### src/pieb_pkg.sv
// Function
// - Timer-six period match may interrupt only while enable bit 7 is one
// - Second comparator may interrupt only while enable bit 6 is set
// - First comparator may interrupt only while enable bit 5 is set
// - Nonvolatile memory task done may interrupt only while enable bit 4 is one
// - Timer-four period match may interrupt only while enable bit 1 is one
// - Oscillator rollover may interrupt only while enable bit 0 is set
package pieb_pkg;

	////////////////////////////////////////////////////////////////////////
	// Register map (byte addresses, low eight address bits decoded)
	localparam logic [7:0]  PIEB_OFF_ENABLE = 8'h00;
	localparam logic [7:0]  PIEB_OFF_FLAG   = 8'h04;

	////////////////////////////////////////////////////////////////////////
	// Field positions of the enable and flag registers
	localparam int          PIEB_BIT_TIMER_SIX  = 7;
	localparam int          PIEB_BIT_COMP_TWO   = 6;
	localparam int          PIEB_BIT_COMP_ONE   = 5;
	localparam int          PIEB_BIT_NVM_DONE   = 4;
	localparam int          PIEB_BIT_TIMER_FOUR = 1;
	localparam int          PIEB_BIT_OSC_ROLL   = 0;
	localparam logic [7:0]  PIEB_IMPL_MASK      = 8'hf3;
	localparam logic [7:0]  PIEB_ENABLE_RST     = 8'h00;
	localparam logic [7:0]  PIEB_FLAG_RST       = 8'h00;

	////////////////////////////////////////////////////////////////////////
	// Bus encodings
	localparam logic [2:0]  PIEB_HSIZE_WORD = 3'h2;
	localparam logic        PIEB_HRESP_OKAY = 1'b0;

	typedef enum logic [1:0] {
		PIEB_SEL_NONE,
		PIEB_SEL_ENABLE,
		PIEB_SEL_FLAG
	} pieb_sel_e;

	typedef struct packed {
		logic [7:0]  en;
		logic [7:0]  flag;
		logic [7:0]  req;
		logic        irq;
		pieb_sel_e   wr_sel;
		logic [31:0] rdata;
		logic        ready;
		logic        resp;
	} pieb_state_s;

endpackage : pieb_pkg
### src/pieb_irq_enable_bank.sv
`timescale 1ns/1ps
module pieb_irq_enable_bank
	import pieb_pkg::*;
(
	// Clock and reset
	input  wire logic        CLOCK_IN,
	input  wire logic        RST_N_IN,
	// AHB-Lite slave
	input  wire logic        HSEL_IN,
	input  wire logic [31:0] HADDR_IN,
	input  wire logic [1:0]  HTRANS_IN,
	input  wire logic        HWRITE_IN,
	input  wire logic [2:0]  HSIZE_IN,
	input  wire logic [31:0] HWDATA_IN,
	input  wire logic        HREADY_IN,
	output logic      [31:0] HRDATA_OUT,
	output logic             HREADYOUT_OUT,
	output logic             HRESP_OUT,
	// Peripheral events, same clock domain
	input  wire logic        TIMER_SIX_MATCH_IN,
	input  wire logic        COMPARATOR_TWO_IN,
	input  wire logic        COMPARATOR_ONE_IN,
	input  wire logic        NONVOLATILE_DONE_IN,
	input  wire logic        TIMER_FOUR_MATCH_IN,
	input  wire logic        OSCILLATOR_ROLLOVER_IN,
	// Requests toward the core
	output logic      [7:0]  IRQ_REQ_OUT,
	output logic             IRQ_OUT
);

	////////////////////////////////////////////////////////////////////////
	// State

	pieb_state_s s_q;
	pieb_state_s s_d;
	logic [7:0]  evt;
	logic        acc;
	logic        wr_en;
	logic        wr_flag;
	pieb_sel_e   sel;

	logic [7:0]  flag_nxt;
	logic [7:0]  clr_hit;

	// Events packed into the register layout; the holes stay low
	assign evt = {TIMER_SIX_MATCH_IN, COMPARATOR_TWO_IN, COMPARATOR_ONE_IN,
		NONVOLATILE_DONE_IN, 2'b00, TIMER_FOUR_MATCH_IN, OSCILLATOR_ROLLOVER_IN};

	// Data phase decode straight from the registered address phase
	assign wr_en   = (s_q.wr_sel == PIEB_SEL_ENABLE);
	assign wr_flag = (s_q.wr_sel == PIEB_SEL_FLAG);

	////////////////////////////////////////////////////////////////////////
	// Elaboration checks

	// The event packing above hard-wires these slots
	if (PIEB_BIT_TIMER_SIX != 7 || PIEB_BIT_COMP_TWO != 6 || PIEB_BIT_COMP_ONE != 5 ||
		PIEB_BIT_NVM_DONE != 4 || PIEB_BIT_TIMER_FOUR != 1 ||
		PIEB_BIT_OSC_ROLL != 0) begin : g_bad_layout
		$error("event slots do not match the packing");
	end

	// Only the upper four and lower two slots may hold enables
	if ((PIEB_IMPL_MASK & 8'h0c) != 8'h00) begin : g_bad_mask
		$error("implemented mask covers an empty slot");
	end

	// Two distinct word-aligned registers
	if (PIEB_OFF_ENABLE[1:0] != 2'b00 || PIEB_OFF_FLAG[1:0] != 2'b00 ||
		PIEB_OFF_ENABLE == PIEB_OFF_FLAG) begin : g_bad_map
		$error("register offsets overlap or are not word aligned");
	end

	// Reset values must not set an empty slot
	if (((PIEB_ENABLE_RST | PIEB_FLAG_RST) & ~PIEB_IMPL_MASK) != 8'h00) begin : g_bad_rst
		$error("reset value sets an unimplemented bit");
	end

	////////////////////////////////////////////////////////////////////////
	// Sticky flags, one slice per bit

	for (genvar b = 0; b < 8; b++) begin : g_flag
		if (PIEB_IMPL_MASK[b]) begin : g_impl
			// Event set beats a write-one clear in the same cycle
			assign clr_hit[b]  = wr_flag & HWDATA_IN[b];
			assign flag_nxt[b] = evt[b] | (s_q.flag[b] & ~clr_hit[b]);
		end else begin : g_hole
			assign clr_hit[b]  = 1'b0;
			assign flag_nxt[b] = 1'b0;
		end
	end

	////////////////////////////////////////////////////////////////////////
	// Next state

	always_comb begin
		s_d = s_q;
		// Write data phase
		if (wr_en) begin
			s_d.en = HWDATA_IN[7:0] & PIEB_IMPL_MASK;
		end
		s_d.flag = flag_nxt;
		// Per-source gating by the enable bits
		s_d.req = s_d.flag & s_d.en;
		s_d.irq = |s_d.req;
		// Address phase; upper address bits are not decoded
		acc = HSEL_IN & HREADY_IN & HTRANS_IN[1];
		if (HADDR_IN[7:0] == PIEB_OFF_ENABLE) begin
			sel = PIEB_SEL_ENABLE;
		end else if (HADDR_IN[7:0] == PIEB_OFF_FLAG) begin
			sel = PIEB_SEL_FLAG;
		end else begin
			sel = PIEB_SEL_NONE;
		end
		s_d.wr_sel = (acc && HWRITE_IN && HSIZE_IN == PIEB_HSIZE_WORD) ? sel : PIEB_SEL_NONE;
		// Read data taken from next state so a write just before is seen
		s_d.rdata = 32'h0;
		if (acc && !HWRITE_IN) begin
			unique case (sel)
				PIEB_SEL_ENABLE: s_d.rdata = {24'h0, s_d.en & PIEB_IMPL_MASK};
				PIEB_SEL_FLAG:   s_d.rdata = {24'h0, s_d.flag};
				PIEB_SEL_NONE:   s_d.rdata = 32'h0;
			endcase
		end
		s_d.ready = 1'b1;
		s_d.resp  = PIEB_HRESP_OKAY;
	end

	always_ff @(posedge CLOCK_IN or negedge RST_N_IN) begin
		if (!RST_N_IN) begin
			s_q.en     <= PIEB_ENABLE_RST;
			s_q.flag   <= PIEB_FLAG_RST;
			s_q.req    <= 8'h00;
			s_q.irq    <= 1'b0;
			s_q.wr_sel <= PIEB_SEL_NONE;
			s_q.rdata  <= 32'h0;
			s_q.ready  <= 1'b1;
			s_q.resp   <= PIEB_HRESP_OKAY;
		end else begin
			s_q <= s_d;
		end
	end

	assign HRDATA_OUT    = s_q.rdata;
	assign HREADYOUT_OUT = s_q.ready;
	assign HRESP_OUT     = s_q.resp;
	assign IRQ_REQ_OUT   = s_q.req;
	assign IRQ_OUT       = s_q.irq;

	////////////////////////////////////////////////////////////////////////
	// Per-bit checks

	for (genvar b = 0; b < 8; b++) begin : g_chk
		if (PIEB_IMPL_MASK[b]) begin : g_impl

		end else begin : g_hole

		end
	end
endmodule : pieb_irq_enable_bank

### config.mk
export PLATFORM = sky130hd
export DESIGN_NAME = pieb_irq_enable_bank
export DESIGN_NICKNAME = d
export VERILOG_FILES = /design/src/pieb_pkg.sv /design/src/pieb_irq_enable_bank.sv
export SDC_FILE = /design/constraint.sdc
export NUM_CORES = 1
export LEC_CHECK = 0
export ABC_CLOCK_PERIOD_IN_PS = 2600
export BUFFER_PORTS_ARGS = -buffer_cell sky130_fd_sc_hd__buf_2
export CAP_MARGIN = 20
export CELL_PAD_IN_SITES_DETAIL_PLACEMENT = 1
export CELL_PAD_IN_SITES_GLOBAL_PLACEMENT = 2
export CORE_ASPECT_RATIO = 1.2
export CORE_MARGIN = 2
export CORE_UTILIZATION = 23
export DETAILED_ROUTE_END_ITERATION = 8
export HOLD_SLACK_MARGIN = 0.12
export PLACE_DENSITY = 0.85
export SYNTH_ARGS = -nofsm -noshare
export SYNTH_HDL_FRONTEND = slang
export SYNTH_SLANG_ARGS = --single-unit
### constraint.sdc
create_clock -name CLOCK_IN -period 2.6 [get_ports CLOCK_IN]
set_clock_uncertainty 0.1 [all_clocks]
set_input_delay 0.39 -clock CLOCK_IN [delete_from_list [all_inputs] [get_ports CLOCK_IN]]
set_output_delay 0.39 -clock CLOCK_IN [all_outputs]
set_load 0.1 [all_outputs]
Word-level counts from Yosys, hierarchy flattened
Cells that the tools add are included.
{ "op_classes": {"n_reduce_logical": 7, "muxes": 6, "eq_ne": 6, "bitwise_logic": 27} }
{ "op_table": {"columns": ["cell", "n"], "rows": [
  ["$pmux W32 S3", 1],
  ["$mux W32", 1],
  ["$and A1 B1 Y1", 14],
  ["$and A8 B8 Y8", 1],
  ["$eq A8 B3 Y1 const B", 1],
  ["$logic_not A8 Y1", 1],
  ["$mux W8", 1],
  ["$reduce_or A8 Y1", 1],
  ["$mux W2", 3],
  ["$not A1 Y1", 6],
  ["$or A1 B1 Y1", 6],
  ["$eq A2 B1 Y1 const B", 2],
  ["$eq A2 B2 Y1 const B", 2],
  ["$eq A3 B2 Y1 const B", 1],
  ["$logic_and A1 B1 Y1", 3],
  ["$logic_not A2 Y1", 1],
  ["$logic_not A1 Y1", 1]
]} }
{ "word_totals": {"word_cells": 52, "out_inout_bits": 43, "input_bits": 80, "reg_bits": 57} }

Depth between registers and ports, before layout
Gate-level depths: netlist (run 1).
{ "depth": {"word_depth": 7, "depth_mapped": 5, "mapped_depth_nobuf": 4} }

Least setup slack after synthesis (run 1)
Ideal clock, no wire load.
{ "synth_timing": {"path_kind": "flip-flop to flip-flop", "from": "register s_q[35] (netlist name)", "to": "register s_q, in the netlist IRQ_OUT", "path_stages_with_launch": 5, "setup_time_ns": 0.133, "period_less_slack_ns": 1.379, "arrival_ns": 1.146, "slack_ns": 1.221, "path_buffers": 0, "cell_sequence": "dfrtp_1 -> nand2b_2 -> mux2_4 -> a22oi_2 -> nand4bb_1"} }
{ "synth_rtl": {"columns": ["element", "line", "text"], "rows": [
  ["start, declared", "pieb_irq_enable_bank.sv:34", "pieb_state_s s_q;"]
]} }

==> results of run 1 <==
[layer usage]
layer  global-route usage [%]  vias to the layer above  share of wire (%)
met3                     2.29                        4                9.5
met2                     15.0                       46                 50
met5                        0                        -                  0
met4                     5.08                        0                2.5
met1                     9.35                      466                 38
li1                         -                      500                  -
[worst paths after layout]
kind | start | to | slack [ns] | depth (start not counted)
worst max-delay path | s_q[34] | IRQ_OUT | 0.73 | 4
worst min-delay path | HWRITE_IN | HRDATA_OUT[6] | 0.22 | 2
max in group asynchronous | RST_N_IN | s_q[51] | 1.47 | 2
worst max register to register | s_q[34] | IRQ_OUT | 0.73 | 4
min in group asynchronous | RST_N_IN | s_q[60] | 0.54 | 2
worst min register to register | s_q[49] | s_q[49] | 0.42 | 1
[state kept, by name (all words and copies together), names as in the netlist]
name,count
IRQ_OUT,1
IRQ_REQ_OUT,6
s_q,14
HRDATA_OUT,6
[cells by family after synthesis]
| kind of cell | after synthesis | share of synthesized area [%] |
|---|---|---|
| flops | 27 | 42.6 |
| buf+inv | 48 | 22.1 |
| compound gates | 22 | 10.6 |
| simple gates | 45 | 18.5 |
| other cells | 2 | 0.474 |
| mux | 6 | 5.68 |
[layout make-up]
cell class / instances / area, sq um / area share, %
clock buffers: 3 / 41.3 / 2.39
clock inverters: 1 / 5.00 / 0.290
inverters: 2 / 7.51 / 0.435
multi-input cells: 103 / 664 / 38.5
flip-flops and latches: 27 / 676 / 39.2
well taps: 87 / 109 / 6.31
repair buffers: 43 / 223 / 12.9
[synth_stat cells, drive strengths merged (2+ instances only)]
master and count:
nor4b 3, dfrtp 27, a21o 6, nand2 10, nor3 4, nor4 2, conb 2, a21oi 4
and2 2, nor2 8, o22ai 3, mux2 6, nand3b 8, nand2b 2, inv 2, a21boi 5
buf 45
[worst max-delay path: cells and delay by family (launching register included)]
kind	cells	cell delay [ns]
AO/OA/AOI/OAI	1	0.19
AND/OR/NAND/NOR	2	0.42
flip-flops	1	0.62
multiplexers	1	0.41
[stage by stage]
stage / cells / power, mW / hold slack, ns / util (%)
2_1_floorplan: 178 / 0.734 / -0.00559 / -
3_3_place_gp: 261 / 0.736 / 0.333 / 24.6
3_5_place_dp: 261 / 0.738 / 0.340 / 24.6
4_1_cts: 266 / 0.982 / 0.208 / 25.5
5_1_grt: 266 / 1.01 / 0.216 / 25.5
6_report: 266 / 0.971 / 0.217 / 25.5
[report_power, final]
group	leakage [nW]	total, mW	internal, mW	switching, mW
combinational	0.473	0.296	0.0351	0.261
clock	0.0255	0.242	0.108	0.135
sequential	0.313	0.433	0.429	0.00378
total	0.812	0.971	0.572	0.400
[repair_timing]
item	in CTS	in global routing
gates resized for setup	0	0
endpoints found under the setup margin	0	0
endpoints found under the hold margin	27	0
hold buffers	1	0
==> reports/metrics.cfg, run 1 <==
[status]
status = finished, final reports clean

[logic_synthesis]
ys_top_cells_by_area = dfrtp_1, buf_4, mux2_4
syn_inst = 150
synth-seq-area-share_pct = 42.6
netlist_area_sq_um = 1590
synth.top_cell.area_share_pct = 42.6
ys_ff_latch = 27
synth_top_flop_cell = dfrtp_1
syn_avg_cell_area_sq_um = 10.6
synth-edff-count = 0
async_flop_share_pct = 100
ys_types = 34
synth_area_leader_cell = dfrtp_1
yosys_warnings = 0

[sta]
final_hold_viol_count = 0
fmax_mhz = 536
setup_tns_ns = 0
slew_headroom_pct = 60.9
fin_ws_ns = 0.733
tightest_slew_ns = 0.586
min_period_over_period_pct = 71.8
period_needed_ns = 1.87
rsz0062_at_grt = false
slew_violations = 0
setup_violations = 0

[hold_path]
hp-class = primary input to flop

[placed_design]
placed_cell_area_sq_um = 1670
hpwl_microns = 2460
portBuffers = 41
gp_congestion = 0.701
place_worst_setup_slack_ns = 0.719

[die]
core_sq_um = 6770
floorplan.initialDensity_pct = 23.4
io_pins = 123
die_x_microns = 79.8
die-area_sq_um = 7580
rows = 33
die_h_microns = 94.9

[worst_setup_path]
worstPathMaxFanout = 15
slowest_stage = dfrtp_1
max_stage_delay_ns = 0.62
start_kind = flop
cp_cell_sequence = nand2b_2 > mux2_4 > a22oi_2 > nand4bb_1
end_kind = flop
crit_arrival_ns = 1.92
worstSetupPathType = flop to flop
crit_required_ns = 2.66

[power]
power_density_nw_per_um2 = 563
p_leak_nw = 0.812
ir_drop_uv = 169

[drt]
routedWlPerCell_microns = 11.5
num_vias = 1016
drt_pre_antenna_iters = 3
drc_errors = 0
wirelength_microns = 3050
viasPerCell = 3.82
drtAntennaViolNets = 0
drt_iter0_drc = 30

[cts]
clk_pin_slew_worst_paths_ns = 0.09
cts_setup_buffers = 0
htree_levels = 1
clock_sinks = 27
cts_tree = built
cts_made_buffers = 3
clockBufferDepth = 2
root_buffer = clkbuf_8
clk_latency_ns = 0.27

[layout]
area_growth_pct = 8.84
drive_above_1_share_pct = 34.1
mostFrequentLayoutCell = buf_2
stdcell_area_sq_um = 1730
diodes = 0
layout_common_cells = buf_2, conb_1, dfrtp_1, nand2_1, nand3b_1
fill_cells = 799
fin_nets = 260

[global_route]
grt_pass1_vias = 1015
globalRouteOverflowTotal = 0
antenna_found_initial = 0
grt_max_degree = 28
grt_pass1_wl_microns = 4960
grt.total_usage_pct = 8.62

[job]
maxCapViolCount = 0

Power figures use the tool's default switching activity.
==> inputs of run 2 (changes only) <==
ABC_CLOCK_PERIOD_IN_PS = 1600   (was 2600)
CORE_UTILIZATION = 19   (was 23)
PLACE_DENSITY = 0.75   (was 0.85)
clock period = 1.6 ns   (was 2.6 ns; I/O delays follow)
==> run 2 against run 1 <==
  * Setup slack worse by 0.62 ns
  * Largest cell class unchanged
  * Flip-flop and latch count unchanged
  * Critical path type is now primary input to flop
  * Sequential power up 63%
  * Routed wire length up 10%
  * Clock power up 63%
  * Total power grew 64%
  * Combinational power rose by 68%
  * Via count up 7.8%
==> reports/metrics.cfg, run 2 (same netlist as run 1, synthesis figures left out) <==
[cts]
root_buffer = clkbuf_8
clockBufferDepth = 2  ; unchanged
clk_pin_slew_worst_paths_ns = 0.09  ; about the same
clock_sinks = 27  ; unchanged
cts_tree = built
cts_made_buffers = 3  ; unchanged
clk_latency_ns = 0.28  ; about the same
htree_levels = 1  ; unchanged

[die]
io_pins = 123  ; unchanged
die-area_sq_um = 9090  ; +20%
rows = 36  ; +9.1%
floorplan.initialDensity_pct = 19.6  ; -3.9 points
core_sq_um = 8110  ; +20%
die_h_microns = 104  ; +9.6%
die_x_microns = 87.4  ; +9.5%

[sta]
period_needed_ns = 1.48
min_period_over_period_pct = 92.7
setup_violations = 0  ; unchanged
rsz0062_at_grt = false
slew_violations = 0  ; unchanged
tightest_slew_ns = 0.600  ; +0.0138 ns
slew_headroom_pct = 60.0  ; -0.92 points
final_hold_viol_count = 0  ; unchanged
setup_tns_ns = 0  ; unchanged
fmax_mhz = 674

[global_route]
grt_max_degree = 28  ; unchanged
grt_pass1_vias = 1115  ; +9.9%
antenna_found_initial = 0  ; unchanged
grt.total_usage_pct = 7.74  ; -0.88 points
globalRouteOverflowTotal = 0  ; unchanged
grt_pass1_wl_microns = 5370  ; +8.2%

[worst_setup_path]
slowest_stage = dlygate4sd3_1
end_kind = flop
timing.rr.end = HRDATA_OUT[5]
crit_buf_inv = 2  ; +2
crit_arrival_ns = 1.54  ; -0.38 ns
ff2ff_setup_slack_ns = 0.12  ; -0.62 ns
worstSetupPathType = primary input to flop
max_stage_delay_ns = 0.53  ; -0.09 ns
reg2reg_from = s_q[34]
r2r_cells = 5  ; +1
worstPathMaxFanout = 3  ; -12
start_kind = primary input
crit_required_ns = 1.65  ; -1.01 ns
cp_cell_sequence = dlygate4sd3_1 > buf_2 > nand3b_1 > a21oi_1 > o32a_1 > nand4bb_1
path_delay_family = buffers and inverters

[hold_path]
hp-start = COMPARATOR_ONE_IN
hp-class = primary input to flop
hold_end = s_q[50]
whs_path_depth = 2  ; unchanged

[power]
ir_drop_uv = 230  ; +36%
p_leak_nw = 0.848  ; +4.5%
power_density_nw_per_um2 = 875  ; +55%

[layout]
largest-register = s_q
diodes = 0  ; unchanged
fin_util_pct = 22.5  ; -3.0 points
area_growth_pct = 14.9
largest_register_ffs = 14  ; unchanged
drive_above_1_share_pct = 35.1  ; +1.0 points
fin_nets = 269  ; +3.5%
fill_cells = 959  ; +20%
layout_common_cells = buf_2, conb_1, dfrtp_1, nand2_1, nand3b_1
mostFrequentLayoutCell = buf_2

[placed_design]
gp_congestion = 0.730  ; +4.2%
portBuffers = 41  ; unchanged
hpwl_microns = 2680  ; +8.9%

[drt]
drt_pre_antenna_iters = 4  ; +1
viasPerCell = 3.87  ; +1.3%
wirelength_microns = 3370  ; +10%
routedWlPerCell_microns = 11.9  ; +3.6%
drtAntennaViolNets = 0  ; unchanged
drt_iter0_drc = 93  ; +210%
num_vias = 1095  ; +7.8%
drc_errors = 0  ; unchanged

[status]
status = finished, final reports clean

[job]
maxCapViolCount = 0  ; unchanged

-- run 2: cell types whose count changed in the layout (fill, tap and decap cells not counted), sizes merged --
cell,before,now
clkinv,1,0
buf,42,46
dlygate4sd3,1,6
clkbuf,3,4
-- run 2: how the worst max path moves through the flow --
| stage | cells after the start | slack [ns] | end | from |
|---|---|---|---|---|
| 4_1_cts | 4 | 0.02 | IRQ_OUT | s_q[34] |
| 6_report | 6 | 0.12 | IRQ_OUT | OSCILLATOR_ROLLOVER_IN |
| 3_5_place_dp | 5 | 0.04 | HRDATA_OUT[5] | HADDR_IN[4] |
| 5_1_grt | 5 | 0.01 | IRQ_OUT | s_q[35] |
| 3_3_place_gp | 5 | 0.06 | HRDATA_OUT[5] | HADDR_IN[4] |
| 2_1_floorplan | 4 | 0.22 | IRQ_OUT | s_q[35] |
-- run 2: layout make-up --
cell class	instances	area, sq um	share of cell area, %
Sequential cell	27	677	37.2
Clock buffer	4	45.0	2.47
Timing Repair Buffer	52	303	16.6
Multi-Input combinational cell	103	671	36.8
Tap cell	95	119	6.52
Inverter	2	7.51	0.412
-- run 2: per-layer routing --
metal | share of wire (%) | wire length [microns] | global-route usage (%) | vias to the layer above
li1 | - | - | - | 517
met1 | 38 | 1270 | 8.67 | 529
met2 | 52 | 1770 | 13.3 | 44
met3 | 7.1 | 238 | 1.59 | 5
met4 | 2.6 | 87 | 4.29 | 0
met5 | 0 | 0 | 0 | -
-- run 2: what timing repair did --
| item | in CTS | in global routing |
|---|---|---|
| setup buffers | 0 | 0 |
| hold endpoints to repair | 32 | 0 |
| gates resized for setup | 0 | 2 |
| endpoints found under the setup margin | 0 | 1 |
| hold buffers | 6 | 0 |
-- run 2: worst register-to-register path, stage by stage, from the launching register on --
cell and delay (ns):
dfrtp_2 0.46, nand2b_2 0.14, buf_4 0.21, mux2_4 0.32
nand2_1 0.07, a21boi_1 0.08
-- run 2: where the power goes --
part           switching [mW]  internal [mW]  total, mW
sequential            0.00655          0.697      0.704
combinational           0.430         0.0668      0.496
clock                   0.215          0.179      0.394
total                   0.651          0.943       1.59
-- run 2: stage by stage --
step	instance area (sq um)	total power [mW]	std cells	setup slack [ns]	hold WS [ns]
after floorplan	1690	1.19	178	0.221	-0.156
after global placement	1710	1.20	273	0.0641	0.180
after detailed placement	1710	1.20	273	0.0377	0.188
after CTS	1810	1.61	283	0.0181	0.125
after global routing	1820	1.66	283	0.0133	0.134
final	1820	1.59	283	0.116	0.121
==> inputs of run 3 (changes only) <==
CORE_MARGIN = 5   (was 2)
PLACE_DENSITY = not set   (was 0.75)
PLACE_DENSITY_LB_ADDON = 0.1   (was not set)
==> run 3 against run 2 <==
  * Global-route usage up 0.41 points
  * Core utilization up 0.84 points
  * Combinational power up 2%
  * Routed wire length up 25%
  * Largest cell class is now multi-input combinational cells
  * Flip-flop and latch count unchanged
  * Highest routed layer unchanged
  * Sequential power about the same
  * Setup slack worse by 0.037 ns
  * Total power up 1.3%
  * Non-clock buffer count up 5
  * Worst hold slack better by 0.015 ns
==> reports/metrics.cfg, run 3 (same netlist as run 1, synthesis figures left out) <==
[status]
status = finished, final reports clean

[layout]
largest-register = s_q
layout_common_cells = buf_2, conb_1, dfrtp_1, nand2_1, buf_4
drive_above_1_share_pct = 36.8  ; +1.7 points
area_growth_pct = 19.9
mostFrequentLayoutCell = buf_2
largest_register_ffs = 14  ; unchanged
fin_nets = 274  ; +1.9%
diodes = 0  ; unchanged

[global_route]
antenna_found_initial = 0  ; unchanged
globalRouteOverflowTotal = 0  ; unchanged
grt_pass1_vias = 1205  ; +8.1%
grt.total_usage_pct = 8.15  ; +0.41 points
grt_max_degree = 28  ; unchanged
grt_pass1_wl_microns = 6330  ; +18%

[cts]
clk_pin_slew_worst_paths_ns = 0.09  ; about the same
htree_levels = 1  ; unchanged
cts_tree = built
clock_sinks = 27  ; unchanged
root_buffer = clkbuf_8
clk_latency_ns = 0.28  ; about the same
clockBufferDepth = 2  ; unchanged
cts_made_buffers = 3  ; unchanged

[worst_setup_path]
reg2reg_from = s_q[35]
ff2ff_setup_slack_ns = 0.08  ; -0.04 ns
end_kind = flop
crit_required_ns = 1.66  ; about the same
timing.rr.end = IRQ_OUT
worstSetupPathType = flop to flop
worstPathMaxFanout = 4  ; +1
crit_arrival_ns = 1.58  ; +0.04 ns
start_kind = flop
r2r_cells = 4  ; -1

[power]
clkPwrFrac_pct = 25.1  ; +0.4 points
power_density_nw_per_um2 = 850  ; -2.9%
ir_drop_uv = 245  ; +6.9%
pwr-share-comb_pct = 31.3  ; +0.2 points
swShare_pct = 41.4  ; +0.55 points
p_leak_nw = 0.875  ; +3.2%
p_total_mw = 1.62  ; +1.3%
power_switching_mw = 0.669  ; +2.7%
power_frac_seq_pct = 43.6  ; -0.6 points
p_int_mw = 0.947  ; +0.37%

[drt]
viasPerCell = 3.68  ; -4.8%
drc_errors = 0  ; unchanged
drtAntennaViolNets = 0  ; unchanged
num_vias = 1131  ; +3.3%
drt_pre_antenna_iters = 4  ; unchanged
wirelength_microns = 4210  ; +25%
routedWlPerCell_microns = 13.7  ; +15%
drt_iter0_drc = 14  ; -85%

[sta]
fin_hold_ws_ns = 0.136  ; +0.0148 ns
period_needed_ns = 1.52  ; +0.0372 ns
min_period_over_period_pct = 95.1  ; +2.3 points
rsz0062_at_grt = false
fmax_mhz = 657  ; -2.4%
final_hold_viol_count = 0  ; unchanged
tightest_slew_ns = 0.652  ; +0.0526 ns
setup_violations = 0  ; unchanged
slew_headroom_pct = 56.5  ; -3.5 points
slew_violations = 0  ; unchanged

[placed_design]
portBuffers = 41  ; unchanged
hpwl_microns = 3160  ; +18%
gp_congestion = 0.656  ; -10%

[hold_path]
hp-start = HSIZE_IN[2]
whs_path_depth = 4  ; +2
hp-class = primary input to flop
hold_end = s_q[34]

[die]
io_pins = 123  ; unchanged
floorplan.initialDensity_pct = 19.4  ; -0.11 points
core_sq_um = 8150  ; +0.56%
die_h_microns = 110  ; +5.8%
rows = 36  ; unchanged
die_x_microns = 93.4  ; +6.9%
die-area_sq_um = 10300  ; +13%

[job]
maxCapViolCount = 0  ; unchanged

==> run 3: final cells by class <==
type                            instances  area (sq um)
Timing Repair Buffer                   57           343
Clock buffer                            4          45.0
Tap cell                              114           143
Fill cell                             975          6250
Inverter                                2          7.51
Multi-Input combinational cell        103           686
Sequential cell                        27           677
==> run 3: metal layers <==
layer  track usage (%)  vias to the layer above  wire length, microns
met2              14.8                       47                  2160
li1                  -                      525                     -
met5                 0                        -                     0
met4              3.14                        0                    74
met3              1.77                        5                   270
met1              9.29                      554                  1710
==> run 3: timing repair <==
action | in CTS | in global routing
endpoints found under the setup margin | 1 | 1
gates resized for setup | 1 | 3
buffers inserted | 0 | 0
hold endpoints to repair | 33 | 0
hold buffers | 7 | 0
pin swaps | 0 | 2
==> run 3: worst max path at each step <==
| stage | from | end |
|---|---|---|
| 6_report | s_q[35] | IRQ_OUT |
| 5_1_grt | s_q[35] | IRQ_OUT |
| 4_1_cts | s_q[35] | IRQ_OUT |
| 3_5_place_dp | s_q[34] | IRQ_OUT |
| 3_3_place_gp | HADDR_IN[4] | HRDATA_OUT[0] |
| 2_1_floorplan | s_q[35] | IRQ_OUT |
==> run 3: worst max-delay path, stage by stage, from the launching register on <==
cell,delay [ns]
dfrtp_1,0.41
nand2b_2,0.22
mux2_4,0.32
a22oi_2,0.23
nand4bb_1,0.12
==> run 3: power groups by stage <==
stage | Combinational, mW | Sequential, mW | Clock, mW
after CTS | 0.506 | 0.704 | 0.433
after global placement | 0.490 | 0.717 | 0
final | 0.506 | 0.704 | 0.405
after detailed placement | 0.491 | 0.717 | 0
after floorplan | 0.475 | 0.718 | 0
after global routing | 0.527 | 0.707 | 0.454
==> run 3: through the flow <==
stage	area [sq um]	utilization, %	cells	setup slack, ns	TNS [ns]
final	1900	23.3	307	0.0789	0
after global routing	1900	23.3	307	0.0117	0
after CTS	1880	23.1	307	0.0354	0
after detailed placement	1760	21.6	296	-0.00735	-0.00735
after global placement	1760	21.6	296	0.0375	0
after floorplan	1690	-	178	0.221	0
